===== config.mk =====
export PLATFORM = sky130hd
export DESIGN_NAME = scm_synth_config
export DESIGN_NICKNAME = d
export VERILOG_FILES = /design/src/scm_pkg.sv /design/src/scm_synth_config.sv /design/src/scm_serial_rx.sv /design/src/scm_lock_mux.sv
export VERILOG_INCLUDE_DIRS = /design/src
export SDC_FILE = /design/constraint.sdc
export NUM_CORES = 1
export LEC_CHECK = 0
export ABC_CLOCK_PERIOD_IN_PS = 1800
export BUFFER_PORTS_ARGS = -buffer_cell sky130_fd_sc_hd__buf_4
export CAP_MARGIN = 20
export CORE_MARGIN = 4
export CORE_UTILIZATION = 40
export CTS_CLUSTER_SIZE = 14
export DETAILED_ROUTE_END_ITERATION = 10
export PLACE_DENSITY_LB_ADDON = 0.05
export SYNTH_ARGS = -nofsm -noshare
export SYNTH_HDL_FRONTEND = slang
export SYNTH_HIERARCHICAL = 1
export SYNTH_SLANG_ARGS = --single-unit

===== constraint.sdc =====
create_clock -name clk_sys -period 1.8 [get_ports clk_sys]
set_input_delay 0.27 -clock clk_sys [delete_from_list [all_inputs] [get_ports clk_sys]]
set_output_delay 0.27 -clock clk_sys [all_outputs]
set_load 0.1 [all_outputs]

===== src/scm_params.svh =====
// Purpose: constants for the synthesizer configuration bank
// Assumes: 24-bit serial words, address in the four low bits
// Notes:   field positions are bit indices inside a serial word
`ifndef SCM_PARAMS_SVH
`define SCM_PARAMS_SVH
`define SCM_WORD_W        24
`define SCM_ADDR_W        4
`define SCM_FRAC_W        22
`define SCM_FRAC_LOW_W    12
`define SCM_EXT_W         10
`define SCM_ADDR_ACCESS   4'h7
`define SCM_ADDR_LOOP     4'h9
`define SCM_ADDR_EXT      4'hb
`define SCM_WORD0_MASK    4'h1
`define SCM_WORD0_CODE    4'h0
`define SCM_AUTOPU_BIT    23
`define SCM_DITHER_SELECT_LSB      16
`define SCM_MOD_LSB       14
`define SCM_DBL_BIT       12
`define SCM_REFBUF_BIT    11
`define SCM_AUXPOL_BIT    10
`define SCM_MAINPOL_BIT   9
`define SCM_PRESC_BIT     8
`define SCM_OSEL_LSB      4
`define SCM_EXTDEN_LSB    14
`define SCM_EXTNUM_LSB    4
`define SCM_ACCESS_LSB    20
`define SCM_ACCESS_EXT    1
`define SCM_RST_LOOP      24'h22c709
`define SCM_RST_EXT       24'h00000b
`define SCM_RST_ACCESS    4'h1
`define SCM_RST_PD        1'b1
`endif


===== src/scm_pkg.sv =====
// Purpose: shared types of the synthesizer configuration bank
// Assumes: codes match the four-bit and two-bit word fields
// Notes:   constants live in scm_params.svh
`default_nettype none
package scm_pkg;
	typedef enum logic [3:0] {
		SCM_SEL_HIZ      = 4'h0, SCM_SEL_HIGH     = 4'h1, SCM_SEL_LOW      = 4'h2,
		SCM_SEL_DIG_BOTH = 4'h3, SCM_SEL_DIG_MAIN = 4'h4, SCM_SEL_DIG_AUX  = 4'h5,
		SCM_SEL_OD_BOTH  = 4'h6, SCM_SEL_OD_MAIN  = 4'h7, SCM_SEL_OD_AUX   = 4'h8,
		SCM_SEL_PP_BOTH  = 4'h9, SCM_SEL_PP_MAIN  = 4'ha, SCM_SEL_PP_AUX   = 4'hb,
		SCM_SEL_AUX_REF  = 4'hc, SCM_SEL_AUX_FB   = 4'hd, SCM_SEL_MAIN_REF = 4'he,
		SCM_SEL_MAIN_FB  = 4'hf
	} scm_outsel_t;
	typedef enum logic [1:0] {
		SCM_MOD_4TH    = 2'h0,
		SCM_MOD_BYPASS = 2'h1,
		SCM_MOD_2ND    = 2'h2,
		SCM_MOD_3RD    = 2'h3
	} scm_modorder_t;
	typedef enum logic [1:0] {
		SCM_DITHER_SELECT_OFF    = 2'h0,
		SCM_DITHER_SELECT_WEAK   = 2'h1,
		SCM_DITHER_SELECT_STRONG = 2'h2,
		SCM_DITHER_SELECT_RSVD   = 2'h3
	} scm_dither_t;
endpackage : scm_pkg
`default_nettype wire


===== src/scm_synth_config.sv =====
// Purpose: loop options and extended fraction words of a dual synthesizer
// Assumes: serial pins synchronous to clk_sys; other words decoded elsewhere
// Notes:   every latched word is also passed out for the other word banks
// Function
// [RULE1] select codes 0..2 give hi-z, constant high, constant low on test pin
// [RULE2] codes 3..5 drive combined, main, aux digital lock push-pull
// [RULE3] codes 6..8 analog lock open drain, codes 9..11 same push-pull
// [RULE4] codes 12..15 drive halved aux ref, aux fb, main ref, main fb
// [RULE5] prescaler bit picks 8/9 at zero, 16/17 at one
// [RULE6] main pump polarity: zero negative, one positive, positive after reset
// [RULE7] aux polarity: one positive, zero negative; host normally writes one
// [RULE8] reference buffer bit off floats output, on copies reference input
// [RULE9] doubler bit doubles only the main reference counter feed
// [RULE10] order field: 0 fourth, 1 bypass, 2 second, 3 third order
// [RULE11] dither field: 0 off, 1 weak, 2 strong, 3 reserved
// [RULE12] auto power-up set: any word zero write clears both power-downs
// [RULE13] chip enable low blocks auto power-up, power-downs untouched
// [RULE14] narrow mode ignores upper fraction bits, wide mode joins 22 bits
// [RULE15] upper numerator bits have no effect in narrow mode
// [RULE16] host writes upper numerator zero when numerator is below 4096
// [RULE17] access field in word three marks which optional words are used
// [RULE18] unmarked optional word is forced to its default contents
// [RULE19] words are routed by four low address bits; extended word 1011
// [RULE20] settings change only after a whole word has been latched
`timescale 1ns/1ps
`default_nettype none
`include "scm_params.svh"
module scm_synth_config #(
	parameter int WordW = `SCM_WORD_W,
	parameter int FracW = `SCM_FRAC_W
) (
	input  wire logic             clk_sys,
	input  wire logic             rst,
	input  wire logic             serClk,
	input  wire logic             serData,
	input  wire logic             serLatch,
	input  wire logic             chipEnable,
	input  wire logic             pdLoad,
	input  wire logic             pdMainIn,
	input  wire logic             pdAuxIn,
	input  wire logic             mainDigLock,
	input  wire logic             auxDigLock,
	input  wire logic             mainAnaLock,
	input  wire logic             auxAnaLock,
	input  wire logic             auxRefDiv,
	input  wire logic             auxFbDiv,
	input  wire logic             mainRefDiv,
	input  wire logic             mainFbDiv,
	input  wire logic             refInputPin,
	input  wire logic [11:0]      fracNumLow,
	input  wire logic [11:0]      fracDenLow,
	output logic                  testLockOut,
	output logic                  testLockOe,
	output logic                  refOutPin,
	output logic                  refOutOe,
	output logic                  auxPrescaler16,
	output logic                  mainPumpPositive,
	output logic                  auxPumpPositive,
	output logic                  mainRefDoubler,
	output logic [1:0]            modulatorOrder,
	output logic                  modulatorBypass,
	output logic                  ditherWeak,
	output logic                  ditherStrong,
	output logic                  mainPowerdown,
	output logic                  auxPowerdown,
	output logic                  fracWide,
	output logic [FracW-1:0]      fracNumerator,
	output logic [FracW-1:0]      fracDenominator,
	output logic [WordW-1:0]      wordData,
	output logic [3:0]            wordAddr,
	output logic                  wordStrobe,
	output logic [3:0]            accessBits
);
	logic [WordW-1:0]        loopQ;
	logic [WordW-1:0]        extQ;
	logic [3:0]              accessQ;
	logic                    mainPdQ;
	logic                    auxPdQ;
	logic                    fracWideQ;
	logic [FracW-1:0]        fracNumQ;
	logic [FracW-1:0]        fracDenQ;
	logic                    refOutQ;
	logic                    autoPowerup;
	logic                    word0Write;
	scm_pkg::scm_modorder_t  modOrder;
	scm_pkg::scm_dither_t    dither;

	// address of a latched word
	function automatic logic [3:0] addrOf(input logic [WordW-1:0] w);
		addrOf = w[`SCM_ADDR_W-1:0];
	endfunction : addrOf

	// word zero carries a one-bit address, so only its low bit is compared
	function automatic logic isWord0(input logic [3:0] a);
		isWord0 = ((a & `SCM_WORD0_MASK) == `SCM_WORD0_CODE);
	endfunction : isWord0

	scm_serial_rx #(
		.WordW      (WordW)
	) u_rx (
		.clk_sys    (clk_sys),
		.rst        (rst),
		.serClk     (serClk),
		.serData    (serData),
		.serLatch   (serLatch),
		.wordData   (wordData),
		.wordStrobe (wordStrobe)
	);

	assign wordAddr   = addrOf(wordData);
	assign accessBits = accessQ;

	// access field of word three; the enable bit for word zero is kept as written
	always_ff @(posedge clk_sys) begin
		if (rst) begin
			accessQ <= `SCM_RST_ACCESS;
		end else if (wordStrobe && (wordAddr == `SCM_ADDR_ACCESS)) begin
			accessQ <= wordData[`SCM_ACCESS_LSB +: 4]; // see [RULE17] [RULE19]
		end
	end

	// loop options word, updated only on a completed word
	always_ff @(posedge clk_sys) begin
		if (rst) begin
			loopQ <= `SCM_RST_LOOP;
		end else if (wordStrobe && (wordAddr == `SCM_ADDR_LOOP)) begin
			loopQ <= wordData; // see [RULE19] [RULE20]
		end
	end

	// extended fraction word; held at default while its access bit is clear
	always_ff @(posedge clk_sys) begin
		if (rst) begin
			extQ <= `SCM_RST_EXT;
		end else if (!accessQ[`SCM_ACCESS_EXT]) begin
			extQ <= `SCM_RST_EXT; // see [RULE18]
		end else if (wordStrobe && (wordAddr == `SCM_ADDR_EXT)) begin
			extQ <= wordData; // see [RULE19] [RULE20]
		end
	end

	// field decode of the loop options word
	assign autoPowerup      = loopQ[`SCM_AUTOPU_BIT];
	assign auxPrescaler16   = loopQ[`SCM_PRESC_BIT]; // see [RULE5]
	assign mainPumpPositive = loopQ[`SCM_MAINPOL_BIT]; // see [RULE6]
	assign auxPumpPositive  = loopQ[`SCM_AUXPOL_BIT]; // see [RULE7]
	assign mainRefDoubler   = loopQ[`SCM_DBL_BIT]; // see [RULE9]
	assign modOrder         = scm_pkg::scm_modorder_t'(loopQ[`SCM_MOD_LSB +: 2]);
	assign modulatorOrder   = modOrder; // see [RULE10]
	assign modulatorBypass  = (modOrder == scm_pkg::SCM_MOD_BYPASS); // see [RULE10]
	assign dither           = scm_pkg::scm_dither_t'(loopQ[`SCM_DITHER_SELECT_LSB +: 2]);
	// reserved dither code falls back to no dithering rather than a guess
	assign ditherWeak       = (dither == scm_pkg::SCM_DITHER_SELECT_WEAK); // see [RULE11]
	assign ditherStrong     = (dither == scm_pkg::SCM_DITHER_SELECT_STRONG); // see [RULE11]

	scm_lock_mux u_mux (
		.clk_sys     (clk_sys),
		.rst         (rst),
		.outSelect   (loopQ[`SCM_OSEL_LSB +: 4]),
		.mainDigLock (mainDigLock),
		.auxDigLock  (auxDigLock),
		.mainAnaLock (mainAnaLock),
		.auxAnaLock  (auxAnaLock),
		.divIn       ({mainFbDiv, mainRefDiv, auxFbDiv, auxRefDiv}),
		.pinOut      (testLockOut),
		.pinOe       (testLockOe)
	);

	// reference buffer copies the input one cycle late, quiet when disabled
	always_ff @(posedge clk_sys) begin
		if (rst) begin
			refOutQ <= 1'b0;
		end else begin
			refOutQ <= refInputPin && loopQ[`SCM_REFBUF_BIT]; // see [RULE8]
		end
	end
	assign refOutPin = refOutQ;
	assign refOutOe  = loopQ[`SCM_REFBUF_BIT]; // see [RULE8]

	// auto power-up on word zero beats a simultaneous power-down load
	assign word0Write = wordStrobe && isWord0(wordAddr);
	always_ff @(posedge clk_sys) begin
		if (rst) begin
			mainPdQ <= `SCM_RST_PD;
			auxPdQ  <= `SCM_RST_PD;
		end else if (word0Write && autoPowerup && chipEnable) begin
			mainPdQ <= 1'b0; // see [RULE12] [RULE13]
			auxPdQ  <= 1'b0; // see [RULE12]
		end else if (pdLoad) begin
			mainPdQ <= pdMainIn;
			auxPdQ  <= pdAuxIn;
		end
	end
	assign mainPowerdown = mainPdQ;
	assign auxPowerdown  = auxPdQ;

	// upper fraction bits only count in wide mode; host keeps them zero below 4096
	always_ff @(posedge clk_sys) begin
		if (rst) begin
			fracWideQ <= 1'b0;
			fracNumQ  <= '0;
			fracDenQ  <= '0;
		end else begin
			fracWideQ <= accessQ[`SCM_ACCESS_EXT]; // see [RULE14]
			fracNumQ  <= {accessQ[`SCM_ACCESS_EXT] ? extQ[`SCM_EXTNUM_LSB +: `SCM_EXT_W] : 10'h000,
				fracNumLow}; // see [RULE14] [RULE15] [RULE16]
			fracDenQ  <= {accessQ[`SCM_ACCESS_EXT] ? extQ[`SCM_EXTDEN_LSB +: `SCM_EXT_W] : 10'h000,
				fracDenLow}; // see [RULE14]
		end
	end
	assign fracWide        = fracWideQ;
	assign fracNumerator   = fracNumQ;
	assign fracDenominator = fracDenQ;

	property p_loopStable;
		@(posedge clk_sys) disable iff (rst)
		!wordStrobe |=> $stable(loopQ) && ($stable(extQ) || !accessQ[`SCM_ACCESS_EXT]);
	endproperty
	a_loopStable: assert property (p_loopStable) else $error("config moved without a word"); // see [RULE20]

	property p_loopLoad;
		@(posedge clk_sys) disable iff (rst)
		(wordStrobe && (wordAddr == `SCM_ADDR_LOOP)) |=> (loopQ == $past(wordData));
	endproperty
	a_loopLoad: assert property (p_loopLoad) else $error("loop word not latched"); // see [RULE19]

	property p_prescLoad;
		@(posedge clk_sys) disable iff (rst)
		(wordStrobe && (wordAddr == `SCM_ADDR_LOOP))
		|=> (auxPrescaler16 == $past(wordData[`SCM_PRESC_BIT]))
		&& (mainPumpPositive == $past(wordData[`SCM_MAINPOL_BIT]));
	endproperty
	a_prescLoad: assert property (p_prescLoad) else $error("prescaler or polarity wrong"); // see [RULE5] [RULE6]

	property p_bypassLoad;
		@(posedge clk_sys) disable iff (rst)
		(wordStrobe && (wordAddr == `SCM_ADDR_LOOP))
		|=> (modulatorBypass == ($past(wordData[`SCM_MOD_LSB +: 2]) == 2'h1));
	endproperty
	a_bypassLoad: assert property (p_bypassLoad) else $error("modulator bypass wrong"); // see [RULE10]

	property p_refCopy;
		@(posedge clk_sys) disable iff (rst)
		(loopQ[`SCM_REFBUF_BIT] && $stable(loopQ)) |-> refOutOe && (refOutPin == $past(refInputPin));
	endproperty
	a_refCopy: assert property (p_refCopy) else $error("reference copy wrong"); // see [RULE8]

	property p_autoPowerup;
		@(posedge clk_sys) disable iff (rst)
		(word0Write && autoPowerup && chipEnable) |=> !mainPowerdown && !auxPowerdown;
	endproperty
	a_autoPowerup: assert property (p_autoPowerup) else $error("auto power-up missed"); // see [RULE12]

	property p_ceBlocks;
		@(posedge clk_sys) disable iff (rst)
		(word0Write && !chipEnable && !pdLoad) |=> $stable(mainPowerdown) && $stable(auxPowerdown);
	endproperty
	a_ceBlocks: assert property (p_ceBlocks) else $error("power-down moved with chip disabled"); // see [RULE13]

	property p_narrowFrac;
		@(posedge clk_sys) disable iff (rst)
		!fracWide |-> (fracNumerator[FracW-1:12] == 10'h000) && (fracDenominator[FracW-1:12] == 10'h000);
	endproperty
	a_narrowFrac: assert property (p_narrowFrac) else $error("upper fraction used in narrow mode"); // see [RULE14] [RULE15]

	property p_extDefault;
		@(posedge clk_sys) disable iff (rst)
		!accessQ[`SCM_ACCESS_EXT] |=> (extQ == `SCM_RST_EXT);
	endproperty
	a_extDefault: assert property (p_extDefault) else $error("optional word not at default"); // see [RULE18]
endmodule : scm_synth_config
`default_nettype wire


===== src/scm_serial_rx.sv =====
// Purpose: three-wire serial word receiver
// Assumes: serial pins already synchronous to clk_sys, msb first
// Notes:   word is handed on only at the rising edge of the latch line
`timescale 1ns/1ps
`default_nettype none
`include "scm_params.svh"
module scm_serial_rx #(
	parameter int WordW = `SCM_WORD_W
) (
	input  wire logic             clk_sys,
	input  wire logic             rst,
	input  wire logic             serClk,
	input  wire logic             serData,
	input  wire logic             serLatch,
	output logic [WordW-1:0]      wordData,
	output logic                  wordStrobe
);
	logic [WordW-1:0] shiftQ;
	logic             clkPrevQ;
	logic             latchPrevQ;

	// edge history of the serial clock and latch lines
	always_ff @(posedge clk_sys) begin
		if (rst) begin
			clkPrevQ   <= 1'b0;
			latchPrevQ <= 1'b0;
		end else begin
			clkPrevQ   <= serClk;
			latchPrevQ <= serLatch;
		end
	end

	// shift one bit in per rising serial clock edge
	always_ff @(posedge clk_sys) begin
		if (rst) begin
			shiftQ <= '0;
		end else if (serClk && !clkPrevQ) begin
			shiftQ <= {shiftQ[WordW-2:0], serData};
		end
	end

	// hand the whole word on only at latch, never mid-shift
	always_ff @(posedge clk_sys) begin
		if (rst) begin
			wordData   <= '0;
			wordStrobe <= 1'b0;
		end else begin
			wordStrobe <= serLatch && !latchPrevQ; // see [RULE20]
			if (serLatch && !latchPrevQ) begin
				wordData <= shiftQ; // see [RULE20]
			end
		end
	end
endmodule : scm_serial_rx
`default_nettype wire


===== src/scm_lock_mux.sv =====
// Purpose: test and lock-detect output pin selector
// Assumes: lock and divider inputs synchronous to clk_sys
// Notes:   pin output and enable are registered, one cycle behind select
`timescale 1ns/1ps
`default_nettype none
module scm_lock_mux (
	input  wire logic       clk_sys,
	input  wire logic       rst,
	input  wire logic [3:0] outSelect,
	input  wire logic       mainDigLock,
	input  wire logic       auxDigLock,
	input  wire logic       mainAnaLock,
	input  wire logic       auxAnaLock,
	input  wire logic [3:0] divIn,
	output logic            pinOut,
	output logic            pinOe
);
	scm_pkg::scm_outsel_t sel;
	logic [3:0] divPrevQ;
	logic [3:0] halfQ;
	logic       driveD;
	logic       oeD;

	assign sel = scm_pkg::scm_outsel_t'(outSelect);

	// halve each divider output by toggling on its rising edge
	always_ff @(posedge clk_sys) begin
		if (rst) begin
			divPrevQ <= 4'h0;
			halfQ    <= 4'h0;
		end else begin
			divPrevQ <= divIn;
			halfQ    <= halfQ ^ (divIn & ~divPrevQ); // see [RULE4]
		end
	end

	// open drain pulls low only, so the enable follows the inverse level
	always_comb begin
		driveD = 1'b0;
		oeD    = 1'b1;
		unique case (sel)
			scm_pkg::SCM_SEL_HIZ:      oeD = 1'b0; // see [RULE1]
			scm_pkg::SCM_SEL_HIGH:     driveD = 1'b1; // see [RULE1]
			scm_pkg::SCM_SEL_LOW:      driveD = 1'b0; // see [RULE1]
			scm_pkg::SCM_SEL_DIG_BOTH: driveD = mainDigLock && auxDigLock; // see [RULE2]
			scm_pkg::SCM_SEL_DIG_MAIN: driveD = mainDigLock; // see [RULE2]
			scm_pkg::SCM_SEL_DIG_AUX:  driveD = auxDigLock; // see [RULE2]
			scm_pkg::SCM_SEL_OD_BOTH:  oeD = !(mainAnaLock && auxAnaLock); // see [RULE3]
			scm_pkg::SCM_SEL_OD_MAIN:  oeD = !mainAnaLock; // see [RULE3]
			scm_pkg::SCM_SEL_OD_AUX:   oeD = !auxAnaLock; // see [RULE3]
			scm_pkg::SCM_SEL_PP_BOTH:  driveD = mainAnaLock && auxAnaLock; // see [RULE3]
			scm_pkg::SCM_SEL_PP_MAIN:  driveD = mainAnaLock; // see [RULE3]
			scm_pkg::SCM_SEL_PP_AUX:   driveD = auxAnaLock; // see [RULE3]
			scm_pkg::SCM_SEL_AUX_REF:  driveD = halfQ[0]; // see [RULE4]
			scm_pkg::SCM_SEL_AUX_FB:   driveD = halfQ[1]; // see [RULE4]
			scm_pkg::SCM_SEL_MAIN_REF: driveD = halfQ[2]; // see [RULE4]
			scm_pkg::SCM_SEL_MAIN_FB:  driveD = halfQ[3]; // see [RULE4]
		endcase
	end

	// registered pin drive, released at reset
	always_ff @(posedge clk_sys) begin
		if (rst) begin
			pinOut <= 1'b0;
			pinOe  <= 1'b0;
		end else begin
			pinOut <= driveD;
			pinOe  <= oeD;
		end
	end

	property p_hizSel;
		@(posedge clk_sys) disable iff (rst)
		(sel == scm_pkg::SCM_SEL_HIZ) |=> !pinOe;
	endproperty
	a_hizSel: assert property (p_hizSel) else $error("pin driven in hi-z select"); // see [RULE1]

	property p_digBoth;
		@(posedge clk_sys) disable iff (rst)
		(sel == scm_pkg::SCM_SEL_DIG_BOTH) |=> pinOe && (pinOut == $past(mainDigLock && auxDigLock));
	endproperty
	a_digBoth: assert property (p_digBoth) else $error("combined digital lock wrong"); // see [RULE2]

	property p_odMain;
		@(posedge clk_sys) disable iff (rst)
		(sel == scm_pkg::SCM_SEL_OD_MAIN) |=> !pinOut && (pinOe == !$past(mainAnaLock));
	endproperty
	a_odMain: assert property (p_odMain) else $error("open drain lock wrong"); // see [RULE3]

	property p_mainFbHalf;
		@(posedge clk_sys) disable iff (rst)
		(sel == scm_pkg::SCM_SEL_MAIN_FB) |=> pinOe && (pinOut == $past(halfQ[3]));
	endproperty
	a_mainFbHalf: assert property (p_mainFbHalf) else $error("halved divider not shown"); // see [RULE4]
endmodule : scm_lock_mux
`default_nettype wire


==> results.json, run 1 <==
{
  "io_buffers": 134,
  "die_w_um": 123,
  "hold-worst-slack_ns": 0.0596,
  "yosys.area.top_type_share_pct": 55.2,
  "syn_nets": 538,
  "period_minus_slack_ns": 1.52,
  "cpPeakStageDelay_ns": 0.48,
  "drc": 0,
  "final-setup-viol-count": 0,
  "dp_hpwl_um": 8020,
  "synthDistinctLibCells": 34,
  "ys_warn_count": 6,
  "die_area_sq_um": 15200,
  "cts_tree": "done",
  "syn_area_sq_um": 5330,
  "die_h_um": 123,
  "firstDrtPassIters": 4,
  "viasPerCell": 4.45,
  "start_util_pct": 41.5,
  "syn2layout_area_growth_pct": 31.0,
  "wl_um": 11400,
  "worstMarginPinSlew_ns": 0.469,
  "cts_made_buffers": 17,
  "ys_seq_area_share_pct": 55.2,
  "max_freq_ghz": 0.656,
  "htree_levels": 4,
  "clk_path_buf_depth": 2,
  "ir_drop_v": 0.000581,
  "slew_headroom_pct": 67.9,
  "ant_nets": 0,
  "synth_top_area_cell": "dfxtp_1",
  "arrival_ns": 1.25,
  "power.density_nw_per_um2": 1030,
  "multi_input_area_sq_um": 2070,
  "crit_type": "reg2out",
  "drive_above_1_share_pct": 29.0,
  "cpMaxStageDelayCell": "dfxtp_1",
  "cts_root_buf": "clkbuf_16",
  "synth_area_leaders": "dfxtp_1 55%, mux2i_1 16%, nand2b_1 8.2%, nor2b_1 4.7%, nand2_1 3.2%",
  "fin_tns_setup_ns": 0,
  "ys_seq_elements": 147,
  "gp_congestion": 0.771,
  "min_period_over_period_pct": 84.6,
  "synth_cells": 496,
  "final_area_sq_um": 6980,
  "holdBufCountCts": 0,
  "ctsResizeCount": 0,
  "seqCellArea_sq_um": 2950,
  "via_count": 3605,
  "diodes": 0,
  "wl_per_cell_um": 14.0,
  "critPathTopFamily": "flip-flops",
  "core-area_sq_um": 12800,
  "clk_latency_ns": 0.42,
  "post_cts_buffers": 0,
  "drtIter0Drc": 114,
  "grt_usage_pct": 15.6,
  "grt_start_max_net_pins": 48,
  "skew_ns": 0.00414,
  "start_kind": "flip-flop",
  "critPathMaxFanout": 4,
  "required_ns": 1.53,
  "hold_path.class": "in2reg",
  "rsz0062_at_grt": "no",
  "drv_slew": 0,
  "pre_cts_ws_ns": 0.437,
  "status": "finished, final reports clean",
  "finalNetCount": 668,
  "finalWorstSetupSlack_ns": 0.277,
  "antenna_found_initial": 0,
  "grt_pass1_wl_um": 18000,
  "grt_pass1_vias": 3562,
  "end_kind": "output pin",
  "maxCapViolCount": 0,
  "final_hold_viol_count": 0,
  "row_count": 41,
  "avgSynthCellArea_sq_um": 10.7,
  "overflow": 0,
  "critPathBufInv": 1,
  "fill_cells": 1198,
  "placed_cell_area_sq_um": 6420,
  "numClockSinks": 147,
  "reg2reg_slack_ns": 0.44,
  "clk_pin_slew_ns": 0.06,
  "pin_count": 135,
  "cellLeakagePower_uw": 0.00308,
  "path_cells": "buf_4"
}
## power breakdown
group          switching [uW]  internal, uW  total [uW]
clock                    1230          2080        3310
combinational             375           200         576
sequential               22.7          3310        3330
## synthesized netlist by cell type, drive strengths merged
library cell  instances
nor3                  3
or2b                  1
nor2b                42
mux4                  1
a211oi                1
nand2                46
and4b                 1
buf                  24
o21ai                 4
nor3b                 3
nand4bb               1
a2111oi               1
nor4b                 1
xnor2                 4
dfxtp               147
a31oi                 1
nand2b               70
nor2                 22
clkbuf               10
mux2                  1
o21bai                2
nand3b                2
mux2i                86
o211ai                1
inv                  21
## state kept, by name, indices dropped and copies added, names as in the netlist
signal / count
u_mux/pinOut: 1
mainPowerdown: 1
fracNumerator: 22
extQ: 20
u_mux/halfQ: 4
loopQ: 14
u_rx/wordData: 24
auxPowerdown: 1
u_rx/latchPrevQ: 1
u_mux/pinOe: 1
u_rx/wordStrobe: 1
refOutPin: 1
accessBits: 4
fracDenominator: 22
u_mux/divPrevQ: 4
fracWide: 1
u_rx/shiftQ: 24
u_rx/clkPrevQ: 1
## final timing paths
kind | to | startpoint | depth (start not counted)
max | wordData[17] | u_rx/wordData[17] | 1
min | fracDenominator[2] | fracDenLow[2] | 2
max reg2reg | loopQ[10] | u_rx/wordData[2] | 4
min reg2reg | fracNumerator[15] | extQ[7] | 2
## metrics by stage
step	utilization (%)	cells	total power, uW
5_1_grt	54.4	811	7500
3_5_place_dp	50.0	779	3980
3_3_place_gp	50.0	779	3980
6_report	54.4	811	7220
4_1_cts	54.4	811	7320
2_1_floorplan	-	496	3840
## layer usage
| layer | global-route usage [%] | routed length (um) | part of all wire (%) | up-vias |
|---|---|---|---|---|
| met5 | 0 | 0 | 0 | - |
| met4 | 8.24 | 318 | 2.8 | 0 |
| met3 | 6.36 | 928 | 8.2 | 23 |
| met2 | 23.1 | 4980 | 44 | 105 |
| met1 | 19.5 | 5130 | 45 | 1628 |
| li1 | - | - | - | 1849 |
## logic make-up (layout without fill, tap and decap cells)
| group | Yosys count | after routing | share of synthesized area (%) |
|---|---|---|---|
| AO/OA/AOI/OAI | 10 | 10 | 1.22 |
| XOR/XNOR | 4 | 4 | 0.658 |
| buffers and inverters | 55 | 198 | 5.97 |
| flip-flops | 147 | 147 | 55.2 |
| multiplexers | 88 | 88 | 16.8 |
| AND/OR/NAND/NOR | 192 | 192 | 20.1 |
## final cells by class
type	count	area share, %
Clock inverter	4	0.645
Timing Repair Buffer	145	15.8
Clock buffer	28	7.40
Multi-Input combinational cell	294	29.7
Tap cell	172	3.08
Inverter	21	1.13
Sequential cell	147	42.2
## cells in the final DEF (no fill, tap or decap), types with 3 or more instances in the layout
| master | netlist | layout |
|---|---|---|
| nand2_1 | 46 | 46 |
| nor2b_2 | 1 | 3 |
| clkinv_2 | 0 | 3 |
| clkbuf_8 | 0 | 5 |
| clkbuf_16 | 0 | 17 |
| mux2i_1 | 86 | 86 |
| nor2_1 | 22 | 21 |
| buf_4 | 6 | 144 |
| nand2b_1 | 70 | 70 |
| nor2b_1 | 40 | 38 |
| xnor2_1 | 4 | 4 |
| dfxtp_2 | 0 | 5 |
| clkbuf_1 | 10 | 6 |
| inv_1 | 21 | 21 |
| dfxtp_1 | 147 | 142 |
No activity file was read; power rests on OpenSTA's default activity.
==> inputs of run 2 (changes only) <==
- ABC_AREA: not set -> 1
- ABC_CLOCK_PERIOD_IN_PS: 1800 -> 1400
- clock period: 1.8 -> 1.4 ns (I/O delays scaled with it)
==> results.json, run 2 <==
{
  "status": "finished, final reports clean",
  "via_count": 4959,
  "grt_pass1_wl_um": 22800,
  "row_count": 43,
  "grt_pass1_vias": 4720,
  "ys_seq_elements": 147,
  "max_freq_ghz": 0.726,
  "synth-main-ff-cell": "dfxtp_1",
  "overflow": 0,
  "htree_levels": 4,
  "worstMarginPinSlew_ns": 0.447,
  "drive_above_1_share_pct": 22.5,
  "cts_tree": "done",
  "viasPerCell": 4.49,
  "drtIter0Drc": 255,
  "reg_top3": "u_rx/shiftQ: 24 flops, u_rx/wordData: 24 flops",
  "grt_start_max_net_pins": 49,
  "skew_ns": 0.00772,
  "maxCapViolCount": 0,
  "fin_tns_setup_ns": 0,
  "critPathTopFamily": "flip-flops",
  "power.density_nw_per_um2": 1450,
  "yosys.area.top_type_share_pct": 52.2,
  "fill_cells": 1312,
  "reg2reg_to": "loopQ[15]",
  "synth_cells": 772,
  "start_util_pct": 40.7,
  "hp-start": "fracNumLow[2]",
  "layout_common_cells": "193 x nor2_1, 137 x dfxtp_1, 134 x buf_4",
  "reg2reg_slack_ns": 0.13,
  "ir_drop_v": 0.000699,
  "critPathBufInv": 1,
  "cpPeakStageDelay_ns": 0.42,
  "synth_top_area_cell": "dfxtp_1",
  "start_kind": "flip-flop",
  "r2r_start": "u_rx/wordData[3]",
  "arrival_ns": 1.17,
  "instances_no_fill": 1105,
  "syn_area_sq_um": 5630,
  "ys_warn_count": 6,
  "hold-worst-slack_ns": 0.0101,
  "drv_slew": 0,
  "synth_edf_count": 0,
  "end_kind": "output pin",
  "cts_made_buffers": 17,
  "hold_path.class": "in2reg",
  "die_w_um": 127,
  "core-area_sq_um": 13800,
  "path_cells": "buf_4",
  "slew_headroom_pct": 70.1,
  "r2r_cells": 6,
  "cts_root_buf": "clkbuf_16",
  "clk_latency_ns": 0.42,
  "final-setup-viol-count": 0,
  "final_hold_viol_count": 0,
  "die_area_sq_um": 16000,
  "io_buffers": 134,
  "cpMaxStageDelayCell": "dfxtp_1",
  "finalNetCount": 954,
  "syn_nets": 814,
  "min_period_over_period_pct": 98.4,
  "firstDrtPassIters": 4,
  "clk_path_buf_depth": 2,
  "gp_congestion": 0.791,
  "period_minus_slack_ns": 1.38,
  "hold_end": "fracNumerator[2]",
  "ys_seq_area_share_pct": 52.2,
  "required_ns": 1.19,
  "synth.most_common_cell": "nor2_1",
  "clk_pin_slew_ns": 0.06,
  "diodes": 0,
  "syn2layout_area_growth_pct": 36.6,
  "avgSynthCellArea_sq_um": 7.30,
  "wl_per_cell_um": 12.6,
  "antenna_found_initial": 0,
  "synthTopCellsByCount": "195 x nor2_1, 147 x dfxtp_1, 118 x nand2_1",
  "numClockSinks": 147,
  "crit_type": "reg2out",
  "drc": 0,
  "pin_count": 135,
  "wl_um": 14000,
  "synthDistinctLibCells": 18,
  "ys_async_sr_fraction_pct": 0,
  "grt_usage_pct": 17.7,
  "final_common_cell": "nor2_1",
  "die_h_um": 127,
  "ant_nets": 0,
  "cellLeakagePower_uw": 0.00360,
  "critPathMaxFanout": 3,
  "rsz0062_at_grt": "yes",
  "dp.cells": 1056,
  "hold_depth": 3,
  "dp_hpwl_um": 9850,
  "synth_area_leaders": "dfxtp_1 52%, nor2_1 13%, nand3_1 9.1%, nand2_1 7.9%, inv_1 6.9%"
}
-- run 2: cell count changes in the layout (fill, tap and decap cells not counted), sizes merged, moves of 70 or more --
cell | previous run | this run
inv | 21 | 112
nand2b | 70 | 0
nand3 | 0 | 102
nand2 | 46 | 119
mux2i | 86 | 0
nor2 | 22 | 200
-- run 2: worst register-to-register path, stage by stage, from the launching register on --
cell,delay [ns]
dfxtp_4,0.36
nand2_1,0.08
nor2_4,0.12
buf_12,0.21
nand2_1,0.19
nand2_1,0.12
nand3_1,0.07
-- run 2: power by group --
part	internal [uW]	leakage, uW	switching, uW
clock	3320	0.000326	1720
combinational	446	0.00206	1180
sequential	4350	0.00121	121
total	8110	0.00360	3030
-- run 2: cells by family (layout without fill, tap and decap cells) --
logic type	count (synthesis)	after routing	share of synthesized area, %
AND/OR/NAND/NOR	433	433	32.3
AO/OA/AOI/OAI	35	35	3.11
flip-flops	147	147	52.2
buffers and inverters	157	310	12.4
-- run 2: area by class of cell --
cell class	count	area [sq um]	share of cell area, %
clock buffers	20	468	6.08
clock inverters	12	200	2.60
inverters	111	417	5.41
multi-input cells	468	2000	26.0
flip-flops and latches	147	2970	38.6
well taps	180	225	2.93
repair buffers	167	1420	18.4
-- run 2: how the worst max path moves through the flow --
stage	from	endpoint	slack, ns	depth (start not counted)
floorplan	loopQ[16]	ditherWeak	-0.43	2
CTS	u_rx/wordData[5]	wordData[5]	0.005	1
global placement	u_rx/wordData[3]	loopQ[17]	0.24	6
global route	loopQ[16]	ditherWeak	-0.01	3
detailed placement	u_rx/wordData[3]	loopQ[15]	0.15	6
finish	u_rx/wordData[4]	wordData[4]	0.02	1
-- run 2: layer usage --
layer | vias up | GRT usage (%) | share of wire, %
met5 | - | 0 | 0
met2 | 95 | 30.2 | 51
met4 | 0 | 6.25 | 1.6
met1 | 2228 | 21.6 | 43
li1 | 2621 | - | -
met3 | 15 | 4.38 | 4.3
-- run 2: timing repair --
item / in CTS / in global routing
endpoints found under the setup margin: 4 / 11
endpoints found under the hold margin: 17 / 0
hold buffers: 17 / 0
setup buffers: 0 / 0
pin swaps: 0 / 1
gates resized for setup: 6 / 15
-- run 2: per-stage QoR --
step,area [sq um],utilization (%),total power [uW],worst slack [ns]
final,7700,55.7,11100,0.0224
after global routing,7700,55.7,11600,-0.0112
after CTS,7650,55.3,11200,0.00467
after detailed placement,6790,49.1,6140,0.154
after global placement,6790,49.1,6120,0.238
after floorplan,5660,-,5740,-0.431
==> inputs of run 3 (changes only) <==
- CELL_PAD_IN_SITES_DETAIL_PLACEMENT: not set -> 1
- CELL_PAD_IN_SITES_GLOBAL_PLACEMENT: not set -> 2
- CORE_MARGIN: 4 -> 5
- CORE_UTILIZATION: 40 -> 26
==> results.json, run 3 (synthesized netlist as in run 2, its figures left out) <==
{
  "io_buffers": 134,
  "start_util_pct": 26.6,
  "row_count": 53,
  "arrival_ns": 1.16,
  "cts_made_buffers": 17,
  "gp_congestion": 0.794,
  "cellLeakagePower_uw": 0.00359,
  "power.internal_uw": 7440,
  "overflow": 0,
  "die_h_um": 157,
  "swShare_pct": 29.9,
  "htree_levels": 4,
  "post_cts_buffers": 0,
  "final_common_cell": "nor2_1",
  "hold-worst-slack_ns": 0.0111,
  "seqPwrFrac_pct": 42.2,
  "drive_above_1_share_pct": 22.6,
  "die_area_sq_um": 24700,
  "reg_top3": "u_rx/shiftQ: 24 flops, u_rx/wordData: 24 flops",
  "period_minus_slack_ns": 1.37,
  "pin_count": 135,
  "rsz0062_at_grt": "yes",
  "drtIter0Drc": 184,
  "max_freq_ghz": 0.731,
  "final_area_sq_um": 7860,
  "viasPerCell": 4.23,
  "min_period_over_period_pct": 97.7,
  "crit_type": "reg2out",
  "cts_root_buf": "clkbuf_16",
  "die_w_um": 157,
  "layout_common_cells": "192 x nor2_1, 135 x dfxtp_1, 130 x buf_4",
  "start_kind": "flip-flop",
  "dp_hpwl_um": 12500,
  "wl_um": 17500,
  "wl_per_cell_um": 14.5,
  "ir_drop_v": 0.000817,
  "placed_cell_area_sq_um": 6950,
  "worstMarginPinSlew_ns": 0.649,
  "p_sw_uw": 3170,
  "via_count": 5106,
  "power.density_nw_per_um2": 1350,
  "clk_pin_slew_ns": 0.06,
  "grt_usage_pct": 14.1,
  "pre_cts_ws_ns": 0.148,
  "clk_path_buf_depth": 2,
  "final-setup-viol-count": 0,
  "drv_slew": 0,
  "status": "finished, final reports clean",
  "ant_nets": 0,
  "p_clk_share_pct": 41.9,
  "core-area_sq_um": 21200,
  "grt_pass1_wl_um": 27200,
  "end_kind": "output pin",
  "slew_headroom_pct": 56.6,
  "clk_latency_ns": 0.42,
  "finalNetCount": 961,
  "diodes": 0,
  "critPathMaxFanout": 3,
  "firstDrtPassIters": 4,
  "r2r_cells": 7,
  "hold_depth": 3,
  "syn2layout_area_growth_pct": 39.5,
  "cts_tree": "done",
  "required_ns": 1.19,
  "maxCapViolCount": 0,
  "grt_start_max_net_pins": 49,
  "final_hold_viol_count": 0,
  "drc": 0,
  "hold_path.class": "in2reg",
  "skew_ns": 0.0118,
  "final_util_pct": 37.1,
  "antenna_found_initial": 0,
  "p_comb_share_pct": 15.9,
  "finalWorstSetupSlack_ns": 0.0326,
  "grt_pass1_vias": 5260,
  "numClockSinks": 147
}
[run 3: changes by cell type in the layout (fill, tap and decap cells not counted), moves of 3 or more]
| cell | change |
|---|---|
| buf_12 | +4 |
| buf_4 | -4 |
| buf_6 | +3 |
| bufinv_16 | -3 |
| dlygate4sd3_1 | +5 |
[run 3: path summary, 6_finish.rpt]
kind	start	end	slack, ns
min reg2reg	extQ[17]	fracDenominator[15]	0.42
max	loopQ[17]	ditherStrong	0.03
min	fracNumLow[2]	fracNumerator[2]	0.01
max reg2reg	u_rx/wordData[3]	extQ[10]	0.17
[run 3: timing repair]
action	4_1_cts	5_1_grt
pin swaps	0	1
setup endpoints to repair	13	5
hold endpoints to repair	22	0
hold buffers	22	0
resized for setup	24	11
[run 3: final cells by class]
| type | count | area [sq um] |
|---|---|---|
| repair buffers | 174 | 1540 |
| clock inverters | 12 | 133 |
| well taps | 275 | 344 |
| inverters | 111 | 419 |
| clock buffers | 20 | 437 |
| flip-flops and latches | 147 | 2970 |
| fillers | 2592 | 13300 |
| multi-input cells | 468 | 2020 |
[run 3: routing by layer]
| layer | track usage (%) | up-vias | routed length, um |
|---|---|---|---|
| met4 | 5.04 | 0 | 291 |
| li1 | - | 2635 | - |
| met2 | 25.0 | 64 | 9050 |
| met1 | 16.7 | 2383 | 7560 |
| met3 | 2.94 | 24 | 568 |
| met5 | 0 | - | 0 |
[run 3: metrics by stage]
step	TNS [ns]	cells	power, uW
after global routing	-0.0120	1207	11100
after detailed placement	0	1153	6210
after global placement	0	1153	6180
final	0	1207	10600
after CTS	-0.102	1207	10800
after floorplan	-0.861	772	5740
[run 3: power by group through the flow]
stage	sequential, uW	clock, uW	combinational (uW)
3_3_place_gp	4560	0	1610
3_5_place_dp	4570	0	1640
5_1_grt	4500	4770	1800
6_report	4480	4450	1690
4_1_cts	4480	4600	1710
2_1_floorplan	5200	0	536
[run 3: worst max-delay path: stages, from the launching register on]
cell	delay (ns)
dfxtp_4	0.38
inv_4	0.04
nor2_4	0.13
buf_12	0.18
